--- src/hw/dcmp_regs.vh ---
// Purpose: register map and constants of the dual comparator event logic
// Assumes: AHB-Lite slave, one aligned 32-bit word per register
// Notes: offsets are byte addresses; upper address bits must be zero
// Operation
// - Output high when positive above negative
// - Positive input two sources, negative pin/reference
// - Reference serves as default negative input
// - Change flag held in configuration register
// - Flag sets on every output transition
// - Disabled comparator output forced high
// - Forced rise sets flag and may interrupt
// - One shared interrupt for both comparators
// - Total power-down disables both comparators
// - Request needs own enable and global gate
`ifndef DCMP_REGS_VH
`define DCMP_REGS_VH
`define DCMP_ADDR_CFG0 4'h0
`define DCMP_ADDR_CFG1 4'h4
`define DCMP_ADDR_IRQ_EN 4'h8
`define DCMP_ADDR_STATUS 4'hC
`define DCMP_ADDR_HI_ZERO 28'h0
// Configuration register fields
`define DCMP_CFG_EN 0
`define DCMP_CFG_POS_SEL 1
`define DCMP_CFG_NEG_SEL 2
`define DCMP_CFG_OUT 3
`define DCMP_CFG_FLAG 4
// Interrupt enable register fields
`define DCMP_IE_CMP0 0
`define DCMP_IE_CMP1 1
`define DCMP_IE_GLOBAL 2
// Status register fields
`define DCMP_ST_TPD 0
`define DCMP_ST_IRQ 1
`define DCMP_CFG_RESET 3'h0
`define DCMP_IE_RESET 3'h0
`define DCMP_HTRANS_NONSEQ 2'h2
`define DCMP_SETTLE_NS 10000
`define DCMP_CLOCK_NS 20
`endif

--- src/hw/dcmp_event_logic.v ---
// Purpose: control and change-flag logic around two analog comparators
// Assumes: analog cores give raw async outputs; AHB-Lite single word transfers
// Notes: flags are write-one-to-clear; set wins over clear in the same cycle
//
// Local design decisions: the register offsets and the AHB-Lite slave port.
`timescale 1ns/1ps
`default_nettype none
`include "dcmp_regs.vh"
module dcmp_event_logic
(
	input wire i_clock,
	input wire i_reset,
	input wire i_hsel,
	input wire [31:0] i_haddr,
	input wire [1:0] i_htrans,
	input wire i_hwrite,
	input wire [2:0] i_hsize,
	input wire [31:0] i_hwdata,
	input wire i_hready,
	output wire [31:0] o_hrdata,
	output wire o_hreadyout,
	output wire o_hresp,
	input wire [1:0] i_core_raw,
	input wire i_total_power_down,
	output wire [1:0] o_core_enable,
	output wire [1:0] o_pos_select,
	output wire [1:0] o_neg_select,
	output reg [1:0] comparator_output_n,
	output wire [1:0] comparator_change_flag_n,
	output wire o_irq
);
	localparam SETTLE_CYCLES = (`DCMP_SETTLE_NS + `DCMP_CLOCK_NS - 1) / `DCMP_CLOCK_NS;

	reg [2:0] cfg0;
	reg [2:0] cfg1;
	reg [1:0] flag;
	reg [2:0] irq_en;
	reg [1:0] sync_a;
	reg [1:0] sync_b;
	reg [1:0] ph_write;
	reg ph_sel;
	reg [3:0] ph_addr;
	reg [31:0] rdata;
	reg tpd_seen;
	wire [1:0] enable;
	wire [1:0] next_out;
	wire [1:0] change;
	wire [1:0] clear;
	wire addr_ok;

	function [31:0] cfg_word;
		input [2:0] cfg;
		input out;
		input flg;
		begin
			cfg_word = 32'h0;
			cfg_word[`DCMP_CFG_EN] = cfg[`DCMP_CFG_EN];
			cfg_word[`DCMP_CFG_POS_SEL] = cfg[`DCMP_CFG_POS_SEL];
			cfg_word[`DCMP_CFG_NEG_SEL] = cfg[`DCMP_CFG_NEG_SEL];
			cfg_word[`DCMP_CFG_OUT] = out;
			cfg_word[`DCMP_CFG_FLAG] = flg;
		end
	endfunction

	assign enable = {cfg1[`DCMP_CFG_EN], cfg0[`DCMP_CFG_EN]} & {2{~i_total_power_down}};
	assign o_core_enable = enable;
	assign o_pos_select = {cfg1[`DCMP_CFG_POS_SEL], cfg0[`DCMP_CFG_POS_SEL]};
	// reference default: select 0 picks bandgap_reference
	assign o_neg_select = {cfg1[`DCMP_CFG_NEG_SEL], cfg0[`DCMP_CFG_NEG_SEL]};

	always @(posedge i_clock)
	begin
		if (i_reset)
		begin
			sync_a <= 2'h3;
			sync_b <= 2'h3;
		end
		else
		begin
			sync_a <= i_core_raw;
			sync_b <= sync_a;
		end
	end

	// output high when greater, forced high when disabled
	assign next_out = sync_b | ~enable;
	// any transition, including the forced rise
	assign change = next_out ^ comparator_output_n;

	always @(posedge i_clock)
	begin
		if (i_reset)
			comparator_output_n <= 2'h3;
		else
			comparator_output_n <= next_out;
	end

	assign addr_ok = ph_addr == `DCMP_ADDR_CFG0 || ph_addr == `DCMP_ADDR_CFG1 ||
		ph_addr == `DCMP_ADDR_IRQ_EN || ph_addr == `DCMP_ADDR_STATUS;
	assign clear[0] = ph_write[0] && ph_addr == `DCMP_ADDR_CFG0 && i_hwdata[`DCMP_CFG_FLAG];
	assign clear[1] = ph_write[0] && ph_addr == `DCMP_ADDR_CFG1 && i_hwdata[`DCMP_CFG_FLAG];

	// flag in configuration register, set wins over clear
	always @(posedge i_clock)
	begin
		if (i_reset)
			flag <= 2'h0;
		else
			flag <= change | (flag & ~clear);
	end
	assign comparator_change_flag_n = flag;

	// AHB-Lite address phase capture
	always @(posedge i_clock)
	begin
		if (i_reset)
		begin
			ph_write <= 2'h0;
			ph_sel <= 1'b0;
			ph_addr <= 4'h0;
		end
		else if (i_hready)
		begin
			ph_sel <= i_hsel && i_htrans == `DCMP_HTRANS_NONSEQ;
			// Upper address bits must be zero, so aliases of the map are ignored
			ph_write <= {1'b0, i_hsel && i_htrans == `DCMP_HTRANS_NONSEQ && i_hwrite &&
				i_haddr[31:4] == `DCMP_ADDR_HI_ZERO};
			ph_addr <= i_haddr[3:0];
		end
		else
			ph_write <= 2'h0;
	end

	// Register writes in the data phase; unmapped addresses ignored
	always @(posedge i_clock)
	begin
		if (i_reset)
		begin
			cfg0 <= `DCMP_CFG_RESET;
			cfg1 <= `DCMP_CFG_RESET;
			irq_en <= `DCMP_IE_RESET;
		end
		else if (ph_write[0] && addr_ok)
		begin
			if (ph_addr == `DCMP_ADDR_CFG0)
				cfg0 <= i_hwdata[2:0];
			if (ph_addr == `DCMP_ADDR_CFG1)
				cfg1 <= i_hwdata[2:0];
			if (ph_addr == `DCMP_ADDR_IRQ_EN)
				irq_en <= i_hwdata[2:0];
		end
	end

	// Sticky total power-down indication, write one to clear
	always @(posedge i_clock)
	begin
		if (i_reset)
			tpd_seen <= 1'b0;
		else if (i_total_power_down)
			tpd_seen <= 1'b1;
		else if (ph_write[0] && ph_addr == `DCMP_ADDR_STATUS && i_hwdata[`DCMP_ST_TPD])
			tpd_seen <= 1'b0;
	end

	// shared request gated by own enable and global gate
	assign o_irq = irq_en[`DCMP_IE_GLOBAL] &&
		((flag[0] && irq_en[`DCMP_IE_CMP0]) || (flag[1] && irq_en[`DCMP_IE_CMP1]));

	// Read data registered during the address phase
	always @(posedge i_clock)
	begin
		if (i_reset)
			rdata <= 32'h0;
		else if (i_hready && i_hsel && i_htrans == `DCMP_HTRANS_NONSEQ && !i_hwrite)
		begin
			if (i_haddr[31:4] != `DCMP_ADDR_HI_ZERO)
				rdata <= 32'h0;
			else
			case (i_haddr[3:0])
				`DCMP_ADDR_CFG0: rdata <= cfg_word(cfg0, next_out[0], flag[0] | change[0]);
				`DCMP_ADDR_CFG1: rdata <= cfg_word(cfg1, next_out[1], flag[1] | change[1]);
				`DCMP_ADDR_IRQ_EN: rdata <= {29'h0, irq_en};
				`DCMP_ADDR_STATUS: rdata <= {30'h0, o_irq, tpd_seen};
				default: rdata <= 32'h0;
			endcase
		end
	end

	assign o_hrdata = rdata;
	assign o_hreadyout = 1'b1;
	assign o_hresp = 1'b0;
endmodule // dcmp_event_logic
`default_nettype wire

--- config.mk ---
export PLATFORM = sky130hd
export DESIGN_NAME = dcmp_event_logic
export DESIGN_NICKNAME = d
export VERILOG_FILES = /design/src/hw/dcmp_event_logic.v
export VERILOG_INCLUDE_DIRS = /design/src /design/src/hw
export SDC_FILE = /design/constraint.sdc
export NUM_CORES = 1
export LEC_CHECK = 0
export BUFFER_PORTS_ARGS = -buffer_cell sky130_fd_sc_hd__buf_4
export CORE_ASPECT_RATIO = 1.5
export CORE_UTILIZATION = 39
export CTS_CLUSTER_DIAMETER = 40
export DETAILED_ROUTE_END_ITERATION = 8
export GPL_TIMING_DRIVEN = 0
export PLACE_DENSITY_LB_ADDON = 0.25
export SYNTH_ARGS = -nofsm -noshare
export SYNTH_HDL_FRONTEND = slang
export SYNTH_SLANG_ARGS = --single-unit
--- constraint.sdc ---
create_clock -name i_clock -period 1.8 [get_ports i_clock]
set_input_delay 0.36 -clock i_clock [delete_from_list [all_inputs] [get_ports i_clock]]
set_output_delay 0.36 -clock i_clock [all_outputs]
set_load 0.05 [all_outputs]
==> results of run 1 <==
## cell type report
cell class,count,share of cell area (%)
buffer,39,13.04
clock buffer,3,1.938
inverter,2,0.3523
multi-input combinational,117,35.06
sequential,28,26.31
tap,43,2.525
timing repair buffer,59,20.79
## cells by family after synthesis
logic type,Yosys count,share of synthesized area [%]
DFF,28,37.77
AOI/OAI and AO/OA,15,7.337
muxes,14,11.13
xor gates and xnor gates,2,1.181
other,2,0.5061
buffers and inverters,41,19.22
and+or+nand+nor,57,22.85
## through the flow
step           cell area, um^2  std cells
3_5_place_dp              2090        288
3_3_place_gp              2090        288
6_report                  2131        291
4_1_cts                   2131        291
5_1_grt                   2131        291
2_1_floorplan             1593        186
## worst max path at each step
stage | startpoint | to | slack (ns) | depth (start not counted)
6_report | ph_addr[0]$_SDFFE_PP0P_ | cfg0[2]$_SDFFE_PP0P_ | 0.14 | 4
5_1_grt | ph_addr[0]$_SDFFE_PP0P_ | cfg0[0]$_SDFFE_PP0P_ | 0.02 | 4
4_1_cts | ph_addr[0]$_SDFFE_PP0P_ | cfg0[1]$_SDFFE_PP0P_ | 0.14 | 4
3_5_place_dp | i_total_power_down | o_hrdata[4]$_SDFFE_PP0P_ | 0.13 | 5
3_3_place_gp | i_total_power_down | o_hrdata[4]$_SDFFE_PP0P_ | 0.13 | 5
2_1_floorplan | comparator_change_flag_n[0]$_SDFF_PP0_ | o_hrdata[1]$_SDFFE_PP0P_ | 0.09 | 4
## per-layer routing
layer  vias up  track usage (%)  part of all wire [%]
met5         -                0                     0
met4         0            9.474                   2.6
met3         7            2.353                   8.4
met2        64            30.13                    51
met1       590            18.67                    38
li1        667                -                     -
## sequential cells by signal (all words and copies together) (netlist names)
name / count
ph_write: 1
ph_addr: 4
sync_a: 2
tpd_seen: 1
sync_b: 2
comparator_change_flag_n: 2
cfg1: 3
o_hrdata: 5
comparator_output_n: 2
irq_en: 3
cfg0: 3
## worst reg2reg max path: cells and delay by family, from the launching register on
kind | cells | cell delay [ns]
AND/OR/NAND/NOR | 3 | 0.99
flip-flops | 1 | 0.34
multiplexers | 1 | 0.22
## power groups by stage
| stage | clock [mW] | combinational, mW | sequential (mW) |
|---|---|---|---|
| 2_1_floorplan | 0 | 0.224 | 0.649 |
| 3_3_place_gp | 0 | 0.311 | 0.650 |
| 3_5_place_dp | 0 | 0.314 | 0.650 |
| 4_1_cts | 0.343 | 0.314 | 0.636 |
| 5_1_grt | 0.360 | 0.336 | 0.637 |
| 6_report | 0.335 | 0.315 | 0.636 |
## layout by cell type, fill, tap and decap left out, types with 3 or more instances in the layout
cell / n
clkbuf_8: 3
nand4_1: 3
conb_1: 29
a22o_1: 3
or2_2: 4
dfxtp_1: 28
buf_4: 92
nand2_1: 6
nor4_1: 7
mux2i_1: 12
clkbuf_1: 5
nor2_1: 18
a21oi_1: 6
nand3_1: 4
==> impl_metrics.toml, run 1 <==
[die]
coreArea_mm2 = 0.003649
fp.dieW_um = 52.37
die_area_mm2 = 0.004061
start_util_pct = 40.67
core.rowCount = 27
die_y_um = 77.55
ioPinCount = 122

[detailed_routing]
antenna_left = 0
wl_um = 3328
routed_via_density = 4.564
wire_per_inst_um = 11.44
dr.pass1.iters = 4
drc_errors = 0
vias = 1328
drt_iter0_markers = 20

[run_status]
status = "completed"

[finish]
nets = 327
final_core_util_pct = 58.40
area_growth_pct = 43.59
drive_gt1_share_pct = 43.55
seqCellArea_um2 = 560.5
diodes = 0
fill_cells = 343
multiInputGateArea_um2 = 747.0

[min_path]
holdPathEnd = "sync_a[1]$_SDFF_PP1_"
hold_path_depth = 2
hp-start = "i_core_raw[1]"
min-delay-path-class = "in -> reg"

[critical_path]
cp_num_buf_inv = 0
arrival_ns = 1.82
worstSetupPathType = "reg -> reg"
crit_family = "simple AND/OR/NAND/NOR gates"
r2r-end = "cfg0[2]$_SDFFE_PP0P_"
reg2reg_slack_ns = 0.14
cp_slowest_stage_delay_ns = 0.58
critPathLaunchType = "flip-flop"
timing.rr.start = "ph_addr[0]$_SDFFE_PP0P_"
crit_fanout = 6
end_kind = "flip-flop"
r2r_cells = 4
cp_cell_sequence = "nor4b_2 > and2b_1 > mux2i_1 > nor2_1"
slowest_stage = "nor4b_2"
cp.required_ns = 1.95

[placed_design]
dp_hpwl_um = 2755
place_ws_ns = 0.1266
place_congestion = 0.7438
port_buffers = 59

[timing]
tns_ns = 0
min_period_ns = 1.662
worst_pin_slew_ns = 0.5937
setup_viol = 0
fin_hold_ws_ns = 0.2627
worst_slack_ns = 0.1385
skew_ns = 0.002915
fmax_ghz = 0.6019
rsz0062_at_grt = "false"
relSlewSlack_pct = 60.32
final_max_slew_viol_count = 0
finalHoldViolCount = 0
finalCritPeriodShare_pct = 92.31

[yosys]
ys.flop_type = "dfxtp_1"
avgSynthCellArea_um2 = 9.333
yosysMostFrequentCell = "buf_4"
syn_inst = 159
ys_seq_elements = 28
synth_top_area_cell = "dfxtp_1"
synth.distinct_cells = 33
synthArstFlopShare_pct = 0
synth_commonest_cells = "buf_4, dfxtp_1, nor2_1"
yosysWarningCount = 0
synth-edff-count = 0
seq_area_frac_synth_pct = 37.77
ys_top_cells_by_area = "dfxtp_1, buf_4, mux2i_1, nor2_1, mux4_2"
syn_area_mm2 = 0.001484
synth_top_area_share_pct = 37.77

[global_routing]
grt_use_total_pct = 17.11
grt_pass1_wl_um = 5230
grt_pass1_vias = 1197
grt_max_degree = 15
antenna_found_initial = 0
grt_overflow_total = 0

[power_and_ir_drop]
vdd_drop_max_v = 0.0005753
swShare_pct = 29.50
clkPwrFrac_pct = 26.0
p_leak_nw = 1.021
p_sw_mw = 0.3792
power_density_mw_per_mm2 = 603.2
p_seq_share_pct = 49.5
p_int_mw = 0.9060
p_total_mw = 1.285
p_comb_share_pct = 24.5

[cts]
cts_tree = "built"
cts_buffers = 3
root_buffer = "clkbuf_8"
clock_latency_ns = 0.27
post_cts_buffers = 0
clockBufferDepth = 2
cts-resized-gates = 0
hold_buffers = 0
clk_pin_slew_ns = 0.09
htree_levels = 1
cts_sinks = 28

[job]
max-cap-violations = 0
Note: power is estimated with default switching activity, not from simulation.
==> inputs of run 2 (changes only) <==
--- a/config.mk
+++ b/config.mk
@@ -11,8 +11,8 @@
 export CORE_UTILIZATION = 39
 export CTS_CLUSTER_DIAMETER = 40
 export DETAILED_ROUTE_END_ITERATION = 8
-export GPL_TIMING_DRIVEN = 0
 export PLACE_DENSITY_LB_ADDON = 0.25
+export REMOVE_ABC_BUFFERS = 1
 export SYNTH_ARGS = -nofsm -noshare
 export SYNTH_HDL_FRONTEND = slang
 export SYNTH_SLANG_ARGS = --single-unit
==> impl_metrics.toml, run 2 (synthesized netlist as in run 1, its figures left out) <==
[detailed_routing]
drc_errors = 0
routed_via_density = 4.656
dr.pass1.iters = 4
wl_um = 3110
antenna_left = 0
drt_iter0_markers = 14
wire_per_inst_um = 12.01
vias = 1206

[cts]
clockBufferDepth = 2
root_buffer = "clkbuf_8"
htree_levels = 1
cts_tree = "built"
hold_buffers = 0
post_cts_buffers = 0
cts-resized-gates = 0
clk_pin_slew_ns = 0.09
cts_buffers = 3
clock_latency_ns = 0.27
cts_sinks = 28

[power_and_ir_drop]
clkPwrFrac_pct = 29.8
p_sw_mw = 0.3717
p_leak_nw = 0.8687
vdd_drop_max_v = 0.0004485
power_density_mw_per_mm2 = 672.1
p_seq_share_pct = 49.9
swShare_pct = 29.04
p_comb_share_pct = 20.3
p_total_mw = 1.280
p_int_mw = 0.9083

[die]
start_util_pct = 40.67
core.rowCount = 27
fp.dieW_um = 52.37
coreArea_mm2 = 0.003649
ioPinCount = 122
die_y_um = 77.55
die_area_mm2 = 0.004061

[global_routing]
grt_pass1_wl_um = 4871
grt_use_total_pct = 15.77
grt_max_degree = 24
grt_overflow_total = 0
antenna_found_initial = 0
grt_pass1_vias = 1149

[timing]
finalCritPeriodShare_pct = 84.80
finalHoldViolCount = 0
setup_viol = 0
skew_ns = 0.004131
final_max_slew_viol_count = 0
fmax_ghz = 0.6551
worst_slack_ns = 0.2736
rsz0062_at_grt = "false"
min_period_ns = 1.526

[min_path]
min-delay-path-class = "in -> reg"

[critical_path]
cp.required_ns = 1.44
crit_fanout = 4
reg2reg_slack_ns = 0.37
worstSetupPathType = "reg -> out"
crit_family = "flip-flops"
cp_slowest_stage_delay_ns = 0.39
slowest_stage = "dfxtp_1"
critPathLaunchType = "flip-flop"
arrival_ns = 1.17
cp_cell_sequence = "a22oi_1 > nor2b_1 > buf_4"
end_kind = "output pin"
cp_num_buf_inv = 1

[placed_design]
postPlaceCellArea_mm2 = 0.001849
dp_hpwl_um = 2542
place_ws_ns = 0.2348
port_buffers = 61
place_congestion = 0.7584

[finish]
final_core_util_pct = 52.19
seqCellArea_um2 = 560.5
mostFrequentLayoutCell = "buf_4"
area_growth_pct = 28.33
fill_cells = 355
fin_area_mm2 = 0.001904
multiInputGateArea_um2 = 739.5
nets = 294
largest_reg_flops = 5
final_cell_mix = "buf_4, conb_1, dfxtp_1"
diodes = 0
drive_gt1_share_pct = 37.04

[job]
max-cap-violations = 0

[run_status]
status = "completed"
==> run 2: cell count changes in the layout (fill, tap and decap cells not counted), sizes merged <==
cell    change
buf        -28
clkbuf      -4
==> run 2: through the flow <==
stage,hold WS (ns),TNS [ns],cells
6_report,0.2687,0,259
5_1_grt,0.2561,0,259
4_1_cts,0.2612,0,259
3_5_place_dp,0.3989,0,255
3_3_place_gp,0.3911,0,255
2_1_floorplan,0.3895,-0.4292,147
==> run 2: power groups by stage <==
stage | Clock [mW] | Combinational, mW | Sequential (mW)
floorplan | 0 | 0.159 | 0.651
global placement | 0 | 0.260 | 0.653
detailed placement | 0 | 0.261 | 0.653
CTS | 0.395 | 0.262 | 0.639
global route | 0.432 | 0.279 | 0.640
finish | 0.381 | 0.260 | 0.638
==> run 2: final timing paths <==
path,start,to,cells past startpoint
max reg2reg,cfg1[0]$_SDFFE_PP0P_,o_hrdata[4]$_SDFFE_PP0P_,4
min,i_core_raw[0],sync_a[0]$_SDFF_PP1_,2
max,comparator_change_flag_n[0]$_SDFF_PP0_,o_irq,3
min reg2reg,sync_a[0]$_SDFF_PP1_,sync_b[0]$_SDFF_PP1_,1
==> run 2: final cells by class <==
type	instances	share of cell area (%)
Tap cell	43	2.825
Timing Repair Buffer	65	25.62
Multi-Input combinational cell	117	38.83
Clock buffer	4	2.891
Inverter	2	0.3942
Sequential cell	28	29.43
==> run 2: per-layer routing <==
layer  global-route usage (%)  vias to the layer above  part of all wire, %
met3                    2.157                        2                  8.1
met4                    5.526                        0                 0.64
met2                    29.24                       64                   53
met5                        0                        -                    0
li1                         -                      600                    -
met1                    17.27                      540                   38
